[src/rtl/dagc_consts.svh]
// register map, field positions and reset values of the gain loop configuration block
`ifndef DAGC_CONSTS_SVH
`define DAGC_CONSTS_SVH

// ==========================================================================
// register byte offsets
`define DAGC_OFS_CFG_ONE      12'h000
`define DAGC_OFS_LIMITS       12'h004
`define DAGC_OFS_STROBE       12'h008
`define DAGC_OFS_HELD_GAIN    12'h00C
`define DAGC_OFS_MASTER       12'h010
`define DAGC_ADDR_W           12

// ==========================================================================
// writable bit masks, reserved bits stay zero
`define DAGC_MASK_CFG_ONE     32'h3FFF_FFFF
`define DAGC_MASK_LIMITS      32'h0FFF_0FFF
`define DAGC_MASK_MASTER      32'h0000_0FFF

// ==========================================================================
// field positions
`define DAGC_SYNC_EN_BIT      29
`define DAGC_THR_MSB          28
`define DAGC_THR_LSB          16
`define DAGC_G1_MANT_LSB      12
`define DAGC_G1_EXP_LSB       8
`define DAGC_G0_MANT_LSB      4
`define DAGC_G0_EXP_LSB       0
`define DAGC_MAX_LSB          16
`define DAGC_MIN_LSB          0

// ==========================================================================
// reset values
`define DAGC_RST_CFG_ONE      32'h0000_0000
`define DAGC_RST_LIMITS       32'h0FFF_0000
`define DAGC_RST_MASTER       32'h0000_0000

// ==========================================================================
// loop arithmetic: accumulator keeps this many bits below the 12-bit gain word
`define DAGC_ACC_FRAC         12
// shift that turns error*mantissa*2^exp into accumulator units
`define DAGC_STEP_SHIFT       11

// ==========================================================================
// bus answers
`define DAGC_RESP_OKAY        2'h0
`define DAGC_RESP_SLVERR      2'h2

`endif

[src/rtl/dagc_pkg.sv]
// types shared by the gain loop configuration block
package dagc_pkg;

    // ======================================================================
    // one loop gain set: unsigned fraction mant/16 and exponent
    typedef struct packed {
        logic [3:0] mant;
        logic [3:0] expo;
    } dagc_gain_set_t;

    // ======================================================================
    // 12-bit gain word: exponent over offset-binary fraction
    typedef struct packed {
        logic [3:0] expo;
        logic [7:0] frac;
    } dagc_gain_word_t;

    // ======================================================================
    // write channel of the bus slave
    typedef enum logic [2:0] {
        DAGC_W_COLLECT = 3'b001,
        DAGC_W_COMMIT  = 3'b010,
        DAGC_W_RESP    = 3'b100
    } dagc_wstate_t;

endpackage : dagc_pkg

[src/rtl/dagc_reg_if.sv]
// carrier between the bus slave and the register file of the gain loop block
`timescale 1ns/1ns
`default_nettype none
`include "dagc_consts.svh"

interface dagc_reg_if;
    logic                     wr_en;
    logic [`DAGC_ADDR_W-1:0]  wr_addr;
    logic [31:0]              wr_data;
    logic [3:0]               wr_strb;
    logic                     wr_ok;
    logic [`DAGC_ADDR_W-1:0]  rd_addr;
    logic [31:0]              rd_data;
    logic                     rd_ok;

    modport slave (output wr_en, output wr_addr, output wr_data, output wr_strb,
                   input wr_ok, output rd_addr, input rd_data, input rd_ok);
    modport regs  (input wr_en, input wr_addr, input wr_data, input wr_strb,
                   output wr_ok, input rd_addr, output rd_data, output rd_ok);
endinterface : dagc_reg_if

`default_nettype wire

[src/rtl/dagc_axi_slave.sv]
// AXI4-Lite slave front end for the gain loop registers
`timescale 1ns/1ns
`default_nettype none
`include "dagc_consts.svh"

module dagc_axi_slave (
    // clock and reset
    input  wire logic                    clock_i,
    input  wire logic                    reset_i,
    // write address and data
    input  wire logic [`DAGC_ADDR_W-1:0] awaddr_i,
    input  wire logic                    awvalid_i,
    output logic                         awready_o,
    input  wire logic [31:0]             wdata_i,
    input  wire logic [3:0]              wstrb_i,
    input  wire logic                    wvalid_i,
    output logic                         wready_o,
    // write response
    output logic [1:0]                   bresp_o,
    output logic                         bvalid_o,
    input  wire logic                    bready_i,
    // read
    input  wire logic [`DAGC_ADDR_W-1:0] araddr_i,
    input  wire logic                    arvalid_i,
    output logic                         arready_o,
    output logic [31:0]                  rdata_o,
    output logic [1:0]                   rresp_o,
    output logic                         rvalid_o,
    input  wire logic                    rready_i,
    // register side
    dagc_reg_if.slave                    regs
);

    // ======================================================================
    // write path: address and data are taken in either order
    dagc_pkg::dagc_wstate_t              wstate_reg;
    logic                                aw_full_reg;
    logic                                w_full_reg;
    logic [`DAGC_ADDR_W-1:0]             awaddr_reg;
    logic [31:0]                         wdata_reg;
    logic [3:0]                          wstrb_reg;

    assign awready_o     = (wstate_reg == dagc_pkg::DAGC_W_COLLECT) && !aw_full_reg;
    assign wready_o      = (wstate_reg == dagc_pkg::DAGC_W_COLLECT) && !w_full_reg;
    assign bvalid_o      = (wstate_reg == dagc_pkg::DAGC_W_RESP);
    assign regs.wr_en    = (wstate_reg == dagc_pkg::DAGC_W_COMMIT);
    assign regs.wr_addr  = awaddr_reg;
    assign regs.wr_data  = wdata_reg;
    assign regs.wr_strb  = wstrb_reg;

    always_ff @(posedge clock_i) begin
        if (reset_i) begin
            wstate_reg  <= dagc_pkg::DAGC_W_COLLECT;
            aw_full_reg <= 1'b0;
            w_full_reg  <= 1'b0;
            awaddr_reg  <= '0;
            wdata_reg   <= 32'h0000_0000;
            wstrb_reg   <= 4'h0;
            bresp_o     <= `DAGC_RESP_OKAY;
        end else begin
            case (wstate_reg)
                dagc_pkg::DAGC_W_COLLECT: begin
                    if (awvalid_i && awready_o) begin
                        awaddr_reg  <= awaddr_i;
                        aw_full_reg <= 1'b1;
                    end
                    if (wvalid_i && wready_o) begin
                        wdata_reg  <= wdata_i;
                        wstrb_reg  <= wstrb_i;
                        w_full_reg <= 1'b1;
                    end
                    if ((aw_full_reg || awvalid_i) && (w_full_reg || wvalid_i)) begin
                        wstate_reg <= dagc_pkg::DAGC_W_COMMIT;
                    end
                end
                dagc_pkg::DAGC_W_COMMIT: begin
                    bresp_o     <= regs.wr_ok ? `DAGC_RESP_OKAY : `DAGC_RESP_SLVERR;
                    aw_full_reg <= 1'b0;
                    w_full_reg  <= 1'b0;
                    wstate_reg  <= dagc_pkg::DAGC_W_RESP;
                end
                dagc_pkg::DAGC_W_RESP: begin
                    if (bready_i) begin
                        wstate_reg <= dagc_pkg::DAGC_W_COLLECT;
                    end
                end
                default: begin
                    wstate_reg <= dagc_pkg::DAGC_W_COLLECT;
                end
            endcase
        end
    end

    // ======================================================================
    // read path: data registered on the same edge that takes the address
    assign arready_o    = !rvalid_o;
    assign regs.rd_addr = araddr_i;

    always_ff @(posedge clock_i) begin
        if (reset_i) begin
            rvalid_o <= 1'b0;
            rdata_o  <= 32'h0000_0000;
            rresp_o  <= `DAGC_RESP_OKAY;
        end else if (arvalid_i && arready_o) begin
            rvalid_o <= 1'b1;
            rdata_o  <= regs.rd_data;
            rresp_o  <= regs.rd_ok ? `DAGC_RESP_OKAY : `DAGC_RESP_SLVERR;
        end else if (rready_i) begin
            rvalid_o <= 1'b0;
        end
    end

endmodule : dagc_axi_slave

`default_nettype wire

[src/rtl/dagc_loop_config.sv]
// gain loop configuration, loop filter accumulator and readback holding register
`timescale 1ns/1ns
`default_nettype none
`include "dagc_consts.svh"

// ==========================================================================
// Function
// - sync pin loads master value when enabled
// - gain error is threshold minus magnitude; code scales magnitude by 1.594 first
// - threshold signed, msb -4, lsb 2^-10
// - select high uses gain set one
// - select low uses gain set zero
// - step is 1.5dB*error*mantissa*2^-(15-exp)
// - magnitude spans zero up to 1.414
// - mantissa is unsigned value over sixteen
// - upper limit bits 27-16, exponent over fraction
// - lower limit bits 11-0, same layout
// - limit gain is 6.02*exp plus fraction term
// - strobe write captures loop output for readback
// - first config word acts on processing clock
// - limits word acts on processing clock
module dagc_loop_config (
    // clock and reset
    input  wire logic                    clock_i,
    input  wire logic                    reset_i,
    // AXI4-Lite write address and data
    input  wire logic [`DAGC_ADDR_W-1:0] awaddr_i,
    input  wire logic                    awvalid_i,
    output logic                         awready_o,
    input  wire logic [31:0]             wdata_i,
    input  wire logic [3:0]              wstrb_i,
    input  wire logic                    wvalid_i,
    output logic                         wready_o,
    // AXI4-Lite write response
    output logic [1:0]                   bresp_o,
    output logic                         bvalid_o,
    input  wire logic                    bready_i,
    // AXI4-Lite read
    input  wire logic [`DAGC_ADDR_W-1:0] araddr_i,
    input  wire logic                    arvalid_i,
    output logic                         arready_o,
    output logic [31:0]                  rdata_o,
    output logic [1:0]                   rresp_o,
    output logic                         rvalid_o,
    input  wire logic                    rready_i,
    // loop pins
    input  wire logic                    filter_sync_input_i,
    input  wire logic                    gain_set_select_i,
    input  wire logic [11:0]             magnitude_i,
    input  wire logic                    magnitude_valid_i,
    // applied gain and sync enable
    output logic [11:0]                  gain_o,
    output logic                         sync_enable_o
);

    // ======================================================================
    // bus front end
    dagc_reg_if regs_if ();

    dagc_axi_slave u_slave (
        .clock_i   (clock_i),
        .reset_i   (reset_i),
        .awaddr_i  (awaddr_i),
        .awvalid_i (awvalid_i),
        .awready_o (awready_o),
        .wdata_i   (wdata_i),
        .wstrb_i   (wstrb_i),
        .wvalid_i  (wvalid_i),
        .wready_o  (wready_o),
        .bresp_o   (bresp_o),
        .bvalid_o  (bvalid_o),
        .bready_i  (bready_i),
        .araddr_i  (araddr_i),
        .arvalid_i (arvalid_i),
        .arready_o (arready_o),
        .rdata_o   (rdata_o),
        .rresp_o   (rresp_o),
        .rvalid_o  (rvalid_o),
        .rready_i  (rready_i),
        .regs      (regs_if.slave)
    );

    // ======================================================================
    // decode helpers
    function automatic logic is_addr(input logic [`DAGC_ADDR_W-1:0] a,
                                     input logic [`DAGC_ADDR_W-1:0] ofs);
        is_addr = (a == ofs);
    endfunction : is_addr

    function automatic logic [31:0] merge(input logic [31:0] old_v,
                                          input logic [31:0] new_v,
                                          input logic [3:0]  strb,
                                          input logic [31:0] mask);
        logic [31:0] r;
        r = old_v;
        for (int i = 0; i < 4; i++) begin
            if (strb[i]) begin
                r[i*8 +: 8] = new_v[i*8 +: 8];
            end
        end
        merge = r & mask;
    endfunction : merge

    // ======================================================================
    // register file, all in the processing clock domain
    logic [31:0]  cfg_one_reg;
    logic [31:0]  limits_reg;
    logic [31:0]  master_reg;
    logic [11:0]  held_gain_reg;
    logic [`DAGC_ACC_FRAC+11:0] acc_reg;

    logic         wr_cfg_one;
    logic         wr_limits;
    logic         wr_strobe;
    logic         wr_master;

    assign wr_cfg_one = regs_if.wr_en && is_addr(regs_if.wr_addr, `DAGC_OFS_CFG_ONE);
    assign wr_limits  = regs_if.wr_en && is_addr(regs_if.wr_addr, `DAGC_OFS_LIMITS);
    assign wr_strobe  = regs_if.wr_en && is_addr(regs_if.wr_addr, `DAGC_OFS_STROBE);
    assign wr_master  = regs_if.wr_en && is_addr(regs_if.wr_addr, `DAGC_OFS_MASTER);
    // held gain is read only; writing it is answered with an error
    assign regs_if.wr_ok = is_addr(regs_if.wr_addr, `DAGC_OFS_CFG_ONE)
                        || is_addr(regs_if.wr_addr, `DAGC_OFS_LIMITS)
                        || is_addr(regs_if.wr_addr, `DAGC_OFS_STROBE)
                        || is_addr(regs_if.wr_addr, `DAGC_OFS_MASTER);

    always_ff @(posedge clock_i) begin
        if (reset_i) begin
            cfg_one_reg <= `DAGC_RST_CFG_ONE;
            limits_reg  <= `DAGC_RST_LIMITS;
            master_reg  <= `DAGC_RST_MASTER;
        end else begin
            if (wr_cfg_one) begin
                cfg_one_reg <= merge(cfg_one_reg, regs_if.wr_data, regs_if.wr_strb,
                                     `DAGC_MASK_CFG_ONE);
            end
            if (wr_limits) begin
                limits_reg <= merge(limits_reg, regs_if.wr_data, regs_if.wr_strb,
                                    `DAGC_MASK_LIMITS);
            end
            if (wr_master) begin
                master_reg <= merge(master_reg, regs_if.wr_data, regs_if.wr_strb,
                                    `DAGC_MASK_MASTER);
            end
        end
    end

    // ======================================================================
    // readback; the strobe location reads as zero
    logic         rd_hit;
    assign rd_hit = is_addr(regs_if.rd_addr, `DAGC_OFS_CFG_ONE)
                 || is_addr(regs_if.rd_addr, `DAGC_OFS_LIMITS)
                 || is_addr(regs_if.rd_addr, `DAGC_OFS_STROBE)
                 || is_addr(regs_if.rd_addr, `DAGC_OFS_HELD_GAIN)
                 || is_addr(regs_if.rd_addr, `DAGC_OFS_MASTER);
    assign regs_if.rd_ok   = rd_hit;
    assign regs_if.rd_data =
        is_addr(regs_if.rd_addr, `DAGC_OFS_CFG_ONE)   ? cfg_one_reg :
        is_addr(regs_if.rd_addr, `DAGC_OFS_LIMITS)    ? limits_reg :
        is_addr(regs_if.rd_addr, `DAGC_OFS_HELD_GAIN) ? {20'h0_0000, held_gain_reg} :
        is_addr(regs_if.rd_addr, `DAGC_OFS_MASTER)    ? master_reg :
        32'h0000_0000;

    // ======================================================================
    // field extraction
    logic                      sync_en;
    logic signed [12:0]        threshold;
    dagc_pkg::dagc_gain_set_t  set_one;
    dagc_pkg::dagc_gain_set_t  set_zero;
    dagc_pkg::dagc_gain_set_t  set_sel;
    dagc_pkg::dagc_gain_word_t lim_max;
    dagc_pkg::dagc_gain_word_t lim_min;

    assign sync_en   = cfg_one_reg[`DAGC_SYNC_EN_BIT];
    // two's complement, msb weighted -2^2, lsb 2^-10
    assign threshold = cfg_one_reg[`DAGC_THR_MSB:`DAGC_THR_LSB];
    assign set_one   = cfg_one_reg[`DAGC_G1_MANT_LSB+3:`DAGC_G1_EXP_LSB];
    assign set_zero  = cfg_one_reg[`DAGC_G0_MANT_LSB+3:`DAGC_G0_EXP_LSB];
    assign set_sel   = gain_set_select_i ? set_one : set_zero;
    // gain word is exponent in dB steps of 6.02 plus log of 1.fraction
    assign lim_max   = limits_reg[`DAGC_MAX_LSB+11:`DAGC_MAX_LSB];
    assign lim_min   = limits_reg[`DAGC_MIN_LSB+11:`DAGC_MIN_LSB];

    // ======================================================================
    // gain error: threshold minus magnitude scaled by about 1.6
    // magnitude is 2^-10 per lsb, so 0 .. 1.414 fits in 11 bits of the port
    logic        [13:0]        mag_scaled;
    logic signed [14:0]        gain_err;
    logic signed [18:0]        err_x_mant;
    logic signed [34:0]        err_shifted;
    logic signed [23:0]        step;

    // 1 + 1/2 + 1/16 + 1/32 = 1.594, close to 1.6 without a multiplier
    assign mag_scaled = {2'b00, magnitude_i} + {3'b000, magnitude_i[11:1]}
                      + {6'h00, magnitude_i[11:4]} + {7'h00, magnitude_i[11:5]};
    assign gain_err   = 15'(threshold) - $signed({1'b0, mag_scaled});
    // mantissa is mant/16; the /16 and the 1.5 dB weight live in the shift
    assign err_x_mant = 19'(gain_err) * $signed({1'b0, set_sel.mant});
    assign err_shifted = 35'(err_x_mant) <<< set_sel.expo;
    // 1.5 dB is a quarter of a 6.02 dB exponent step, i.e. 64 fraction lsbs
    assign step       = 24'(err_shifted >>> `DAGC_STEP_SHIFT);

    // ======================================================================
    // accumulator update and clamp
    logic signed [25:0]        acc_sum;
    logic        [23:0]        acc_max;
    logic        [23:0]        acc_min;
    logic        [23:0]        acc_next;

    assign acc_max = {lim_max, 12'h000};
    assign acc_min = {lim_min, 12'h000};
    assign acc_sum = $signed({2'b00, acc_reg}) + 26'(step);
    // a wrap past zero or the top is caught by the sign and width checks
    assign acc_next =
        (acc_sum > $signed({2'b00, acc_max})) ? acc_max :
        (acc_sum < $signed({2'b00, acc_min})) ? acc_min :
        acc_sum[23:0];

    always_ff @(posedge clock_i) begin
        if (reset_i) begin
            acc_reg <= 24'h00_0000;
        end else if (sync_en && filter_sync_input_i) begin
            // sync wins over a sample arriving in the same cycle
            acc_reg <= {master_reg[11:0], 12'h000};
        end else if (magnitude_valid_i) begin
            acc_reg <= acc_next;
        end
    end

    // ======================================================================
    // readback holding value, frozen until the next strobe write
    always_ff @(posedge clock_i) begin
        if (reset_i) begin
            held_gain_reg <= 12'h000;
        end else if (wr_strobe) begin
            held_gain_reg <= acc_reg[23:12];
        end
    end

    // ======================================================================
    // outputs
    always_ff @(posedge clock_i) begin
        if (reset_i) begin
            gain_o        <= 12'h000;
            sync_enable_o <= 1'b0;
        end else begin
            gain_o        <= acc_reg[23:12];
            sync_enable_o <= sync_en;
        end
    end

endmodule : dagc_loop_config

`default_nettype wire

[config.mk]
export PLATFORM = sky130hd
export DESIGN_NAME = dagc_loop_config
export DESIGN_NICKNAME = d
export VERILOG_FILES = /design/src/rtl/dagc_pkg.sv /design/src/rtl/dagc_reg_if.sv /design/src/rtl/dagc_axi_slave.sv /design/src/rtl/dagc_loop_config.sv
export VERILOG_INCLUDE_DIRS = /design/src /design/src/rtl
export SDC_FILE = /design/constraint.sdc
export NUM_CORES = 1
export LEC_CHECK = 0
export ABC_AREA = 0
export BUFFER_PORTS_ARGS = -buffer_cell sky130_fd_sc_hd__buf_2
export CAP_MARGIN = 0
export CELL_PAD_IN_SITES_DETAIL_PLACEMENT = 0
export CELL_PAD_IN_SITES_GLOBAL_PLACEMENT = 2
export CORE_MARGIN = 3
export CORE_UTILIZATION = 39
export DETAILED_ROUTE_END_ITERATION = 10
export PLACE_DENSITY_LB_ADDON = 0.1
export SETUP_SLACK_MARGIN = 0.2
export SLEW_MARGIN = 25
export SYNTH_ARGS = -nofsm -noshare
export SYNTH_HDL_FRONTEND = slang
export SYNTH_SLANG_ARGS = --single-unit
[constraint.sdc]
create_clock -name clock_i -period 23.7 [get_ports clock_i]
set_input_delay 0 -clock clock_i [delete_from_list [all_inputs] [get_ports clock_i]]
set_output_delay 0 -clock clock_i [all_outputs]
set_load 0.05 [all_outputs]
# Yosys cells after proc, flatten, opt, wreduce, memory -nomap -nowiden
# Cells that the tools add are included.
[classes]
n_addsub = 5
multipliers = 1
magnitude_cmp = 2
n_eq_ne = 14
shift = 1
mux = 20
n_reduce_logical = 44
[ops]
columns = ["op", "count"]
rows = [
  ["2-to-1 mux 24 bit", 4],
  ["equality test 12 x 4 -> 1 bit (second input constant)", 3],
  ["<<< shifter 19 x 4 -> 35 bit", 1],
  ["2-to-1 mux 30 bit", 1],
  ["AND reduction 2 bit", 15],
  ["2-to-1 mux 28 bit", 1],
  ["adder 25 x 24 -> 26 bit", 1],
  ["greater-than comparator 26 x 25 -> 1 bit", 1],
  ["less-than comparator 26 x 25 -> 1 bit", 1],
  ["equality test 12 x 3 -> 1 bit (second input constant)", 2],
  ["equality test 12 x 5 -> 1 bit (second input constant)", 2],
  ["logical NOT 12 bit", 2],
  ["2-to-1 mux 12 bit", 2],
  ["multiplier 15 x 5 -> 19 bit", 1],
  ["subtractor 13 x 15 -> 15 bit", 1],
  ["adder 13 x 8 -> 14 bit", 1],
  ["adder 14 x 7 -> 14 bit", 1],
  ["adder 12 x 11 -> 13 bit", 1],
  ["logical AND 1 bit", 11],
  ["logical OR 1 bit", 9],
  ["case mux 3 bit (3 select lines)", 1],
  ["2-to-1 mux 8 bit", 1],
  ["2-to-1 mux 3 bit", 2],
  ["inequality test 2 bit (second input constant)", 3],
  ["10 further kinds", 19],
]
[word_totals]
regBits = 203
in_bits = 82
out_inout_bits = 54
word_cells = 112

# Depth between registers and ports, before layout
[logic_depth]
ltp_word = 12
depth_mapped = 60
mapped_depth_nobuf = 59

# Hierarchy
# From an unflattened synthesis, not the netlist that was laid out.
[hier_totals]
cells_unflattened = 1811
hier_area_um2 = 15193.3
[modules_own_cells]
columns = ["module", "n_inst", "cells_per_inst", "area_per_inst_um2", "seq_area_each_um2"]
rows = [
  ["dagc_loop_config", 1, 1413, 11498.5, 2302.2],
  ["dagc_axi_slave", 1, 398, 3694.8, 1761.7],
]

# Least setup slack after synthesis
# OpenSTA, ideal clock, no wires.
[synth_timing]
path_kind = "input to register"
start = "input magnitude_i[6]"
end = "register acc_reg[19]"
setup_ns = 0.122
arrival_ns = 11.083
required_time_ns = 23.578
path_slack_ns = 12.495
cell_stages = 56
path_buffers = 1
path_cell_list = "inv_1 fa_1 fa_1 inv_1 ha_1 a21o_1 a21oi_1 o21ai_0 a21oi_1 o21ai_0 a21oi_1 xor2_1 ha_1 and3_1 a21oi_1 nand2_1 nor2_1 xor2_1 [20 not listed] a2111oi_2 a21oi_2 nand3_1 nand2_1 a31oi_1 xnor2_1 ha_1 a21oi_1 nor2b_1 o21ai_0 a21oi_1 a211o_1 a41oi_1 a21oi_1 mux2_4 buf_6 mux2_4 a221o_1"
[synth_via]
elab_chain_len = 12
word_cells_on_any_way = 13
cone_classes = "add/sub: 5; mul: 1; order compare: 2; shift: 1; mux: 4"
[synth_rtl]
columns = ["item", "line_no", "rtl"]
rows = [
  ["from (decl)", "dagc_loop_config.sv:49", "input wire logic [11:0] magnitude_i,"],
  ["adder 12 x 11 -> 13 bit", "dagc_loop_config.sv:194", "assign mag_scaled = {2'b00, magnitude_i} + {3'b000, magnitude_i[11:1]}"],
  ["adder 13 x 8 -> 14 bit", "dagc_loop_config.sv:195", "+ {6'h00, magnitude_i[11:4]} + {7'h00, magnitude_i[11:5]};"],
  ["adder 14 x 7 -> 14 bit (*)", "dagc_loop_config.sv:195", ""],
  ["subtractor 13 x 15 -> 15 bit (*)", "dagc_loop_config.sv:196", "assign gain_err = 15'(threshold) - $signed({1'b0, mag_scaled});"],
  ["multiplier 15 x 5 -> 19 bit (*)", "dagc_loop_config.sv:198", "assign err_x_mant = 19'(gain_err) * $signed({1'b0, set_sel.mant});"],
  ["<<< shifter 19 x 4 -> 35 bit (*)", "dagc_loop_config.sv:199", "assign err_shifted = 35'(err_x_mant) <<< set_sel.expo;"],
  ["adder 25 x 24 -> 26 bit (*)", "dagc_loop_config.sv:212", "assign acc_sum = $signed({2'b00, acc_reg}) + 26'(step);"],
  ["less-than comparator 26 x 25 -> 1 bit", "dagc_loop_config.sv:216", "(acc_sum < $signed({2'b00, acc_min})) ? acc_min :"],
  ["2-to-1 mux 24 bit", "dagc_loop_config.sv:216", ""],
  ["2-to-1 mux 24 bit (*)", "dagc_loop_config.sv:215", "(acc_sum > $signed({2'b00, acc_max})) ? acc_max :"],
  ["2-to-1 mux 24 bit (*)", "dagc_loop_config.sv:225", "end else if (magnitude_valid_i) begin"],
  ["2-to-1 mux 24 bit (*)", "dagc_loop_config.sv:222", "end else if (sync_en && filter_sync_input_i) begin"],
  ["to (signal assigned)", "dagc_loop_config.sv:224", "acc_reg <= {master_reg[11:0], 12'h000};"],
  ["to (signal assigned)", "dagc_loop_config.sv:226", "acc_reg <= acc_next;"],
  ["to (decl)", "dagc_loop_config.sv:110", "logic [`DAGC_ACC_FRAC+11:0] acc_reg;"],
]
# Mark *: on every way between the ends. The rest lies on a longest branch, timed or not. The select of a mux whose other input is x is not followed.
# A chain may end at the register's enable or synchronous reset.

# Final worst setup path
[layout_timing]
start = "input magnitude_i[6]"
end = "register acc_reg[6]"
[layout_via]
elab_chain_len = 10
word_cells_on_any_way = 11
cone_classes = "add/sub: 5; mul: 1; order compare: 2; shift: 1; mux: 2"
[layout_rtl]
columns = ["item", "line_no"]
rows = [
  ["adder 12 x 11 -> 13 bit", "dagc_loop_config.sv:194"],
  ["adder 13 x 8 -> 14 bit", "dagc_loop_config.sv:195"],
  ["adder 14 x 7 -> 14 bit (*)", "dagc_loop_config.sv:195"],
  ["subtractor 13 x 15 -> 15 bit (*)", "dagc_loop_config.sv:196"],
  ["multiplier 15 x 5 -> 19 bit (*)", "dagc_loop_config.sv:198"],
  ["<<< shifter 19 x 4 -> 35 bit (*)", "dagc_loop_config.sv:199"],
  ["adder 25 x 24 -> 26 bit (*)", "dagc_loop_config.sv:212"],
  ["less-than comparator 26 x 25 -> 1 bit", "dagc_loop_config.sv:216"],
  ["2-to-1 mux 24 bit", "dagc_loop_config.sv:216"],
  ["2-to-1 mux 24 bit (*)", "dagc_loop_config.sv:215"],
]
# Mark *: on every way between the ends. The rest lies on a longest branch, timed or not.

==> metrics <==
Area growth syn-to-layout=16.0%; Compound-Gate Fraction of Synth Area=0.202; P_sw=0.344 mW; Endpoint, Worst Hold=u_slave.rresp_o[1]; routed wire length=44.6 mm; Post-synth ARST share=0; GP Congestion=0.837; CTS clk-pin slew, worst paths=0.08 ns; worst skew pair latency=0.46 ns; period utilization=0.553; Internal Pwr Total=0.610 mW; placed cell area=15200 sq um; Worst R2R Setup Slack=12.04 ns; shortest period the worst path allows=13.10 ns; mux contribution to synthesized area=0.0391; fin area=16500 sq um; Vias/cell=5.39; CTS tree=yes; Top Usage Layer GRT=met2; number of synthesized flops with an enable pin=0; Avg Inst Size Synth=7.87 sq um; Crit. End Element=flop; share of cells above drive strength 1=0.114; fin nets=2191; Clk network pwr share=0.324; met1 usage=0.332; synth cell count leaders=nand2_1 (297), a21oi_1 (205), dfxtp_1 (199), inv_1 (151), nor2_1 (137); Total Power=0.954 mW; Slew @ Worst Pin=1.04 ns; Reg2Reg Depth=47; Adder-Cell Fraction of Synth Area=0.170; sequential share of the synthesized area=0.281; xor/xnor cell area share of the yosys netlist=0.0382; RSZ-0062 raised after global routing=no; initial antenna violation count=0; slowest CP cell=a211oi_1; Fin Clk Skew=0.0189 ns; Main synth FF type=dfxtp_1; Port-buffer cells=129; most frequent CP cell=a21oi_1; CTS sink cnt=199; CP Max Fanout=12; Setup TNS=0 ns; Worst Hold Launch=araddr_i[10]; Synth Instances=1802; clk buf depth=2; die area=38700 sq um; vias in the first global route=12409; Worst Path Required=24.10 ns; I/O pin total=136; largest family of logic cells by synthesized area=simple AND/OR/NAND/NOR gates; DR vias=13043; DP HPWL=34.5 mm; n_diodes=0; switching share of power=0.361; VDD IR max=62.7 uV; initial core utilization=0.397; Post-Syn Area=14200 sq um; WHS Path Cells=5; pin count of the biggest net entering global routing=76; combinational share of power=0.277; all-layer global routing usage=0.227; Yosys top cell by area=dfxtp_1; outcome=finished, final reports clean; first-pass GRT wire length=69.6 mm; GRT met3 Usage=0.0253; Sequential Power Share=0.400; Yosys reg bits=199; post-CTS sizing=0; Antenna Nets Post-Route=0; worst hold slack=0.0369 ns; CP startpoint kind=primary input; area share of and/or/nand/nor cells after synthesis=0.205; top cells by area, synth=dfxtp_1 (28%), ha_1 (10%), nand2_1 (7.9%); PwrDens=57.9 nW/um^2; 1st-iter DRT viols=740; Final Slew Violations=0; max-cap violations=0; Worst slew margin=0.303; Hold Violations, Final=0; gr ovfl total=0; die width=197 um; Cell variety after synth=76; drt first pass iters=5; # setup viols final=0; worst reg2reg endpoint=acc_reg[6]; H-tree levels=4; Die H=197 um; Critical Path AT=13.50 ns; R2R Path Start=cfg_one_reg[17]; row count=69; synth warn=0; Pleak=7.23 nW; most numerous cell in the Yosys netlist=nand2_1; worst hold path class=primary input to flop; Worst path max stage delay=0.73 ns; met2 usage=0.365; top-area cell type share of the netlist area=0.281; CTS root buf=clkbuf_16; WS Path Type=primary input to flop; Fmax achieved=0.0763 GHz; WL per Instance=18.4 um; area of the core=35700 sq um; CTS Buf Count=17; DRC viols=0; fillcell total=3735
==> cell type report <==
cell class | instances | area, sq um | share of cell area
multi-input cells | 1367 | 9320 | 0.566
flip-flops and latches | 199 | 3980 | 0.242
repair buffers | 208 | 1400 | 0.0851
well taps | 461 | 577 | 0.0350
inverters | 152 | 571 | 0.0347
clock buffers | 19 | 453 | 0.0275
clock inverters | 13 | 156 | 0.00950
==> what timing repair did <==
action,in CTS,in global routing
hold buffers,64,0
hold endpoints to repair,51,0
setup buffers,0,0
==> how the worst max path moves through the flow <==
| stage | from | to | slack (ns) | cells past startpoint |
|---|---|---|---|---|
| after floorplan | magnitude_i[6] | acc_reg[19] | 12.49 | 56 |
| after global placement | magnitude_i[6] | acc_reg[12] | 10.10 | 53 |
| after detailed placement | magnitude_i[6] | acc_reg[6] | 10.17 | 54 |
| after CTS | magnitude_i[6] | acc_reg[6] | 10.58 | 54 |
| after global routing | magnitude_i[6] | acc_reg[11] | 9.64 | 54 |
| final | magnitude_i[6] | acc_reg[6] | 10.60 | 54 |
==> metrics by stage <==
stage,cells,worst slack (ns),util
finish,2419,10.60,0.461
global route,2419,9.64,0.461
CTS,2419,10.58,0.461
detailed placement,2323,10.17,0.426
global placement,2323,10.10,0.425
floorplan,1805,12.49,-
==> routing by layer <==
| layer | share of wire | wire (um) | vias to the layer above |
|---|---|---|---|
| met5 | 0 | 0 | - |
| met4 | 0.014 | 621 | 0 |
| met3 | 0.034 | 1530 | 31 |
| met2 | 0.45 | 20100 | 304 |
| met1 | 0.50 | 22300 | 6193 |
| li1 | - | - | 6515 |
==> critical path, delay by kind of cell <==
kind / cells / cell delay (ns)
multiplexers: 1 / 0.19
AO/OA/AOI/OAI: 25 / 5.81
AND/OR/NAND/NOR: 10 / 1.72
adder cells (fa/ha/maj): 10 / 4.11
XOR/XNOR: 3 / 1.23
buffers and inverters: 5 / 0.42
==> power by group through the flow <==
stage	sequential, mW	combinational, mW	clock, mW
after floorplan	0.389	0.180	0
after global placement	0.388	0.252	0
after detailed placement	0.388	0.253	0
after CTS	0.381	0.266	0.313
after global routing	0.384	0.295	0.325
final	0.381	0.264	0.309
==> kinds of logic (layout without fill, tap and decap cells) <==
kind of cell,count (synthesis),after routing
simple gates,643,643
compound gates,446,446
buf+inv,239,392
flops,199,199
fa+ha+maj,165,165
xor+xnor,61,61
mux,48,48
other cells,1,4
==> cells in the final DEF, fill, tap and decap left out, types with 22 or more instances in the layout <==
cell type / netlist / routed
nand2_1: 297 / 296
a21oi_1: 205 / 204
dfxtp_1: 199 / 199
inv_1: 151 / 151
nor2_1: 137 / 137
buf_2: 1 / 128
ha_1: 117 / 117
dlygate4sd3_1: 0 / 64
fa_1: 47 / 47
o21ai_0: 46 / 46
nor3_1: 41 / 41
xnor2_1: 37 / 37
nand3_1: 35 / 35
a21o_1: 28 / 28
mux2i_1: 28 / 28
a221oi_1: 26 / 26
nor2b_1: 26 / 25
a221o_1: 24 / 24
xor2_1: 23 / 23
o211ai_1: 22 / 22
Note: power is estimated with default switching activity, not from simulation.
